**config.mk**
```make
export PLATFORM = sky130hd
export DESIGN_NAME = scs_sequencer
export DESIGN_NICKNAME = d
export VERILOG_FILES = /design/src/rtl/scs_sequencer.v /design/src/rtl/scs_class_eval.v
export VERILOG_INCLUDE_DIRS = /design/src /design/src/rtl
export SDC_FILE = /design/constraint.sdc
export NUM_CORES = 1
export LEC_CHECK = 0
export ABC_AREA = 1
export CAP_MARGIN = 20
export CORE_MARGIN = 1.5
export CORE_UTILIZATION = 55
export DETAILED_ROUTE_END_ITERATION = 12
export DONT_BUFFER_PORTS = 1
export MAX_ROUTING_LAYER = met4
export PLACE_DENSITY_LB_ADDON = 0.05
export SLEW_MARGIN = 10
export SYNTH_ARGS = -nofsm -noshare
export SYNTH_HDL_FRONTEND = slang
export SYNTH_HIERARCHICAL = 1
export SYNTH_SLANG_ARGS = --single-unit
export TNS_END_PERCENT = 30
```
**constraint.sdc**
```tcl
create_clock -name clock -period 2.12 [get_ports clock]
set_clock_uncertainty 0.2 [all_clocks]
set_input_delay 0.424 -clock clock [delete_from_list [all_inputs] [get_ports clock]]
set_output_delay 0.424 -clock clock [all_outputs]
set_load 0.02 [all_outputs]
```
**src/rtl/scs_defines.vh**
```
// constants of the supply class selection sequencer (terminal side)
// assumes a 20 MHz clock; no registers reachable by software
// What this block does
// - first activation uses the lowest supply class the terminal supports.
// - no answer-to-reset: deactivate, reactivate at the adjacent higher class if supported, else reject.
// - answer at first class is parsed before any further card action.
// - current class not advertised but another supported: reactivate at advertised class from the first class only, else reject.
// - no advertised class supported: never issue commands; deactivation optional.
// - corrupted answer: reset at least 3 times at same class before rejecting.
// - after 3 corrupted answers a retry may only use the next higher class.
// - after a higher-power capability command, honour that draw until power-down.
// - application counts selected after access check, or after an application command when it has no access condition.
// - deselect an application needing more power than announced.
// - activating inter-chip USB raises the granted current allowance.
// - application without power figure gets default or announced limit.
// - class switching completes before any unrelated activity starts.
`ifndef SCS_DEFINES_VH
`define SCS_DEFINES_VH
`define SCS_CLASS_W        5
`define SCS_CLASS_A        5'h01
`define SCS_CLASS_E        5'h10
`define SCS_CORRUPT_MAX    2'h3
`define SCS_CLK_HZ         20000000
`define SCS_DEACT_US       10
`define SCS_DEACT_CYC      ((`SCS_DEACT_US * `SCS_CLK_HZ + 999999) / 1000000)
`define SCS_ALLOW_DEFAULT  2'h0
`define SCS_ALLOW_ANNOUNCE 2'h1
`define SCS_ALLOW_APP      2'h2
`define SCS_ALLOW_USB      2'h3
`endif

```
**src/rtl/scs_sequencer.v**
```verilog
// terminal-side supply class sequencer: activation, retries, class switch, power grant
// assumes the reset engine and answer parser report through one-cycle pulses
`timescale 1ns/10ps
`default_nettype none
`include "scs_defines.vh"
module scs_sequencer (
   input  wire       clock,
   input  wire       arst_n,
   input  wire [4:0] term_classes,
   input  wire       start,
   input  wire       act_done,
   input  wire       atr_none,
   input  wire       atr_ok,
   input  wire       atr_corrupt,
   input  wire [4:0] atr_classes,
   input  wire       atr_classes_present,
   input  wire       cap_cmd_higher,
   input  wire       app_access_ok,
   input  wire       app_cmd_done,
   input  wire       app_no_access_cond,
   input  wire       app_power_valid,
   input  wire       app_power_over,
   input  wire       usb_activate,
   input  wire       power_down,
   output reg        vcc_on,
   output reg  [4:0] vcc_class,
   output reg        rst_assert_n,
   output reg        activate_req,
   output reg        apdu_allowed,
   output reg        rejected,
   output reg        deselect_req,
   output reg  [1:0] current_allow,
   output reg        class_bad_adv
);
   localparam [2:0] ST_IDLE  = 3'h0;
   localparam [2:0] ST_ACT   = 3'h1;
   localparam [2:0] ST_WAIT  = 3'h2;
   localparam [2:0] ST_DEACT = 3'h3;
   localparam [2:0] ST_READY = 3'h4;
   localparam [2:0] ST_REJ   = 3'h5;
   localparam integer DEACT_CYC_INT = `SCS_DEACT_CYC;
   localparam [8:0]   DEACT_CYC     = DEACT_CYC_INT[8:0];

   reg  [2:0] state_reg;
   reg  [1:0] corrupt_cnt_reg;
   reg        first_class_reg;
   reg        corrupt_retry_reg;
   reg  [8:0] timer_reg;
   reg  [4:0] next_class_reg;
   reg        cap_granted_reg;
   reg        app_sel_reg;
   wire       cur_ok;
   wire       adjacent_ok;
   wire [4:0] pick_class;
   wire [4:0] lowest_class;
   wire [4:0] next_higher;

   scs_class_eval scs_class_eval_inst (
      .adv_classes (atr_classes),
      .term_classes(term_classes),
      .cur_class   (vcc_class),
      .cur_ok      (cur_ok),
      .adjacent_ok (adjacent_ok),
      .pick_class  (pick_class)
   );

   // highest set bit is the lowest voltage, class A in bit 0 being the highest
   assign lowest_class = term_classes[4] ? 5'h10 :
                         term_classes[3] ? 5'h08 :
                         term_classes[2] ? 5'h04 :
                         term_classes[1] ? 5'h02 :
                         {4'h0, term_classes[0]};
   // higher voltage means lower bit index here: next class is the next bit down
   assign next_higher  = {1'b0, vcc_class[4:1]} & term_classes;

   ////////////////////////////////////////////////////////////////////////////
   always @(posedge clock or negedge arst_n) begin
      if (!arst_n) begin
         state_reg         <= ST_IDLE;
         corrupt_cnt_reg   <= 2'h0;
         first_class_reg   <= 1'b0;
         corrupt_retry_reg <= 1'b0;
         timer_reg         <= 9'h000;
         next_class_reg    <= 5'h00;
         vcc_on            <= 1'b0;
         vcc_class         <= 5'h00;
         rst_assert_n      <= 1'b0;
         activate_req      <= 1'b0;
         apdu_allowed      <= 1'b0;
         rejected          <= 1'b0;
         class_bad_adv     <= 1'b0;
      end else begin
         activate_req <= 1'b0;
         case (state_reg)
            ST_IDLE: begin
               if (start && (lowest_class != 5'h00)) begin
                  vcc_class       <= lowest_class;
                  vcc_on          <= 1'b1;
                  activate_req    <= 1'b1;
                  first_class_reg <= 1'b1;
                  corrupt_cnt_reg <= 2'h0;
                  rejected        <= 1'b0;
                  class_bad_adv   <= 1'b0;
                  state_reg       <= ST_ACT;
               end else if (start) begin
                  rejected <= 1'b1;
               end
            end
            ST_ACT: begin
               if (act_done) begin
                  rst_assert_n <= 1'b1;
                  state_reg    <= ST_WAIT;
               end
            end
            ST_WAIT: begin
               // no command leaves this state until the class question is settled
               if (atr_none) begin
                  // a missing answer breaks the run of corrupted ones
                  corrupt_cnt_reg <= 2'h0;
                  if (next_higher != 5'h00) begin
                     next_class_reg <= next_higher;
                     state_reg      <= ST_DEACT;
                  end else begin
                     state_reg <= ST_REJ;
                  end
                  timer_reg    <= DEACT_CYC;
                  vcc_on       <= 1'b0;
                  rst_assert_n <= 1'b0;
               end else if (atr_corrupt) begin
                  rst_assert_n <= 1'b0;
                  if (corrupt_cnt_reg != `SCS_CORRUPT_MAX - 2'h1) begin
                     corrupt_cnt_reg <= corrupt_cnt_reg + 2'h1;
                     activate_req    <= 1'b1;
                     state_reg       <= ST_ACT;
                  end else if (!corrupt_retry_reg && (next_higher != 5'h00)) begin
                     corrupt_retry_reg <= 1'b1;
                     corrupt_cnt_reg   <= 2'h0;
                     next_class_reg    <= next_higher;
                     vcc_on            <= 1'b0;
                     timer_reg         <= DEACT_CYC;
                     state_reg         <= ST_DEACT;
                  end else begin
                     state_reg <= ST_REJ;
                  end
               end else if (atr_ok) begin
                  corrupt_cnt_reg <= 2'h0;
                  class_bad_adv   <= atr_classes_present && !adjacent_ok;
                  if (!atr_classes_present || cur_ok) begin
                     apdu_allowed <= 1'b1;
                     state_reg    <= ST_READY;
                  end else if ((pick_class != 5'h00) && first_class_reg) begin
                     next_class_reg <= pick_class;
                     vcc_on         <= 1'b0;
                     rst_assert_n   <= 1'b0;
                     timer_reg      <= DEACT_CYC;
                     state_reg      <= ST_DEACT;
                  end else begin
                     // deactivation is optional; dropping supply is the safe choice
                     vcc_on       <= 1'b0;
                     rst_assert_n <= 1'b0;
                     state_reg    <= ST_REJ;
                  end
               end
            end
            ST_DEACT: begin
               if (timer_reg <= 9'h001) begin
                  vcc_class       <= next_class_reg;
                  vcc_on          <= 1'b1;
                  activate_req    <= 1'b1;
                  first_class_reg <= 1'b0;
                  state_reg       <= ST_ACT;
               end else begin
                  timer_reg <= timer_reg - 9'h001;
               end
            end
            ST_READY: begin
               if (power_down) begin
                  vcc_on            <= 1'b0;
                  rst_assert_n      <= 1'b0;
                  apdu_allowed      <= 1'b0;
                  corrupt_retry_reg <= 1'b0;
                  state_reg         <= ST_IDLE;
               end
            end
            ST_REJ: begin
               rejected     <= 1'b1;
               apdu_allowed <= 1'b0;
               vcc_on       <= 1'b0;
               rst_assert_n <= 1'b0;
               if (power_down) begin
                  corrupt_retry_reg <= 1'b0;
                  state_reg         <= ST_IDLE;
               end
            end
            default: begin
               state_reg <= ST_IDLE;
            end
         endcase
      end
   end

   ////////////////////////////////////////////////////////////////////////////
   // current allowance: capability and USB grants sticky until power-down; application grant follows the last selection event
   always @(posedge clock or negedge arst_n) begin
      if (!arst_n) begin
         cap_granted_reg <= 1'b0;
         app_sel_reg     <= 1'b0;
         current_allow   <= `SCS_ALLOW_DEFAULT;
         deselect_req    <= 1'b0;
      end else begin
         deselect_req <= 1'b0;
         if (power_down) begin
            cap_granted_reg <= 1'b0;
            app_sel_reg     <= 1'b0;
            current_allow   <= `SCS_ALLOW_DEFAULT;
         end else begin
            if (cap_cmd_higher) begin
               cap_granted_reg <= 1'b1;
            end
            // one deselect pulse for every cycle the selection condition is high with power over; there is no edge detection
            if (app_access_ok || (app_no_access_cond && app_cmd_done)) begin
               app_sel_reg  <= app_power_valid && !app_power_over;
               deselect_req <= app_power_valid && app_power_over;
            end
            if (usb_activate || (current_allow == `SCS_ALLOW_USB)) begin
               current_allow <= `SCS_ALLOW_USB;
            end else if (app_sel_reg) begin
               current_allow <= `SCS_ALLOW_APP;
            end else if (cap_granted_reg) begin
               current_allow <= `SCS_ALLOW_ANNOUNCE;
            end else begin
               current_allow <= `SCS_ALLOW_DEFAULT;
            end
         end
      end
   end
endmodule // scs_sequencer
`default_nettype wire

```
**src/rtl/scs_class_eval.v**
```verilog
// combinational evaluation of the advertised class byte against terminal support
// assumes class field in the low five bits of the global interface byte
`timescale 1ns/10ps
`default_nettype none
`include "scs_defines.vh"
module scs_class_eval (
   input  wire [4:0] adv_classes,
   input  wire [4:0] term_classes,
   input  wire [4:0] cur_class,
   output reg        cur_ok,
   output reg        adjacent_ok,
   output reg  [4:0] pick_class
);
   reg       seen_gap;
   reg       seen_one;
   integer   i;
   always @* begin
      seen_gap    = 1'b0;
      seen_one    = 1'b0;
      adjacent_ok = 1'b1;
      pick_class  = 5'h00;
      cur_ok      = |(adv_classes & cur_class);
      for (i = 0; i < 5; i = i + 1) begin
         if (adv_classes[i]) begin
            if (seen_gap) begin
               adjacent_ok = 1'b0;
            end
            seen_one = 1'b1;
         end else if (seen_one) begin
            seen_gap = 1'b1;
         end
      end
      // highest common bit wins, to keep the card at the lowest voltage
      for (i = 0; i < 5; i = i + 1) begin
         if (adv_classes[i] && term_classes[i]) begin
            pick_class = 5'h01 << i;
         end
      end
   end
endmodule // scs_class_eval
`default_nettype wire

```
==> metrics.csv <==
stage;metric;value;unit
timing;setup_viol;0;
timing;tightest_slew;453.8;ps
timing;rsz0062_at_grt;no;
power_and_ir_drop;power.ir.vdd_worst;891.2;uV
cells_and_area;area_taken_by_multi_input_logic_gates;1371;um^2
placed_design;buffer_ports.inserted;0;
clocking;clock-root-buffer;clkbuf_8;
synthesis;netlist_top_cells_area;dfrtp_1 (37%), nand2_1 (18%), inv_1 (5.7%), nor2_1 (5.5%), nand3_1 (5.0%);
synthesis;synth_fp_nets;384;
floorplan;die-width;70.45;um
critical_path;max_fanout_on_critical_path;9;
hold_path;hold_path.class;input port to flip-flop;
synthesis;postSynthRegisterBits;37;
critical_path;critical_path_required;2110;ps
cells_and_area;final_util;63.42;%
synthesis;synthesis.area;2502;um^2
clocking;tritoncts;done;
power_and_ir_drop;p_per_area;1398;nW/um^2
timing;maxSlewHeadroom;69.75;%
clocking;cts.reportedPaths.clkPinSlew;80;ps
placed_design;pre_cts_ws;271.1;ps
floorplan;die_h;70.45;um
cells_and_area;layoutNonFillerInstCount;424;
status;status;complete, no violations;
global_routing;gr-total-overflow;0;
clocking;cts_made_buffers;5;
synthesis;synth.yosys.seq_area_share;37.00;%
cells_and_area;mostFrequentLayoutCells;nand2_1 (122), inv_1 (38), nor2_1 (37), dfrtp_1 (37), nand3_1 (25);
cells_and_area;regArea;925.9;um^2
critical_path;crit_path_cell_trace;nand2_1 -> nand2_1 -> nor2_1 -> nand2_1 -> nand2_1 -> nand3_2 -> nand2_4 -> nand3_4 -> nand2_1 -> nand2_1;
cells_and_area;nNetsFinal;399;
floorplan;initial_utilization;57.47;%
synthesis;synth_warn;6;
synthesis;synthFlopType;dfrtp_1;
cells_and_area;number_of_flip_flops_in_the_largest_register;9;
timing;drv_slew;0;
cells_and_area;synthToLayoutAreaGrowth;10.35;%
placed_design;place.gp.congestion;0.8451;
global_routing;vias_in_the_first_global_route;2090;
critical_path;worst_ep_arrival_time;1840;ps
clocking;cts_sinks;37;
detailed_routing;detail-route-antenna-nets;0;
detailed_routing;number_of_vias_per_cell_after_detailed_routing;5.215;
placed_design;dp.final_hpwl;4230;um
critical_path;crit_cells;10;
clocking;cts_htree_levels;2;
synthesis;synthDominantCellAreaShare;37.00;%
synthesis;yosysUniqueCellTypes;33;
power_and_ir_drop;leakage;0.001461;uW
critical_path;critical_path_class;flip-flop to flip-flop;
critical_path;worst-path-buf-inv;0;
clocking;clock_tree.buffer_depth;2;
detailed_routing;route.final.wire_length;5582;um
critical_path;timing.critical_path.max_delay_family;simple AND/OR/NAND/NOR gates;
clocking;cts-resized-gates;0;
timing;final_critical_path_setup_slack;264.4;ps
floorplan;num_io_pins;40;
synthesis;synth-edff-count;0;
cells_and_area;diodes;0;
timing;fin_setup_tns;0;ps
cells_and_area;n_fill_cell;413;
hold_path;hold_depth;1;
floorplan;coreArea;4354;um^2
timing;hold_viol;0;
clocking;clk-insertion-delay-late;290;ps
synthesis;post-synth-top-area-cell;dfrtp_1;
timing;period_needed;1856;ps
detailed_routing;wire_per_inst;13.17;um
global_routing;grt_util_all_layers;25.13;%
detailed_routing;drt_iter0_drc;156;
detailed_routing;drt_pass1_iterations;4;
cells_and_area;layout_commonest_cell;nand2_1;
flow_run;timing.max_cap.violations;0;
synthesis;syn_area_per_cell;7.029;um^2
global_routing;largest_net_degree_at_the_start_of_global_routing;38;
critical_path;cp-end-kind;flip-flop;
cells_and_area;final_layout_size_suffix_gt1_share;16.13;%
synthesis;postSynthCellCount;356;
global_routing;grt_pass1_wl;9515;um
global_routing;grt_antenna_before_repair;0;
synthesis;asyncSetResetFlopFracSynth;100.0;%
timing;max_clock_freq;538.9;MHz
floorplan;num_rows;24;
critical_path;worst_setup_path_start_kind;flip-flop;
critical_path;crit_path_max_incr_delay;490;ps
detailed_routing;vias;2211;
critical_path;slowest_cell_on_the_critical_path;dfrtp_1;
critical_path;r2r.worst_path.cells;10;
critical_path;cp_common_cell;nand2_1;
timing;fin_crit_sh;87.53;%
detailed_routing;post_route_drc;0;
floorplan;overall_die_area;4963;um^2
placed_design;number_of_placed_instances_with_taps_included;413;
[Yosys cell counts (all sizes together), types with 2 or more instances]
cell and n:
nand3 31, a21oi 3, buf 2, clkinv 3, inv 46, dfrtp 37
o21ai 24, ha 2, nand4 11, nand2 136, nor2 49, o21a 3
[final timing paths]
check,slack (ps),startpoint,to
min in group asynchronous,410,arst_n,vcc_class[1]$_DFFE_PN0P_
max reg2reg,260,vcc_class[4]$_DFFE_PN0P_,timer_reg[0]$_DFFE_PN0P_
max in group asynchronous,1120,arst_n,activate_req$_DFF_PN0_
max,260,vcc_class[4]$_DFFE_PN0P_,timer_reg[0]$_DFFE_PN0P_
min reg2reg,290,next_class_reg[0]$_DFFE_PN0P_,next_class_reg[0]$_DFFE_PN0P_
min,30,app_power_over,app_sel_reg$_DFFE_PN0P_
[layout make-up]
cell class              count  area share, %
multi-input cells         268          49.66
flip-flops and latches     37          33.53
inverters                  49          6.751
repair buffers             10          3.353
clock buffers               6          2.990
well taps                  52          2.356
clock inverters             2          1.359
[kinds of logic (layout without fill, tap and decap cells)]
family                     Yosys count  count (layout)  share of synthesized area, %
and+or+nand+nor                    229             229                         44.75
adders and majority gates            2               2                        0.9998
DFF                                 37              37                         37.00
xor gates and xnor gates             2               2                        0.7001
AOI/OAI and AO/OA                   35              35                         8.350
buffers and inverters               51              67                         8.201
[power breakdown]
| part | switching [uW] | total (uW) | internal (uW) |
|---|---|---|---|
| Sequential | 322 | 1290 | 970 |
| Combinational | 1270 | 1920 | 658 |
| Clock | 264 | 646 | 383 |
[stage by stage]
step	total power, uW	hold WS (ps)	cell area [um^2]
4_1_cts	3885	22.94	2761
3_5_place_dp	3198	-70.68	2601
2_1_floorplan	2773	-71.59	2502
5_1_grt	4217	24.38	2761
3_3_place_gp	3163	-70.76	2601
6_report	3862	25.54	2761
[metal layers]
metal,up-vias,share of wire (%),track usage (%)
met2,51,46,37.84
met5,-,0,-
met3,4,4.3,6.494
met4,0,1.0,6.838
met1,1001,49,33.73
li1,1155,-,-
[timing repair]
| action | CTS | global route |
|---|---|---|
| setup buffers | 0 | 0 |
| hold endpoints to repair | 39 | 0 |
| hold buffers | 3 | 0 |
Note: power is estimated with default switching activity, not from simulation.
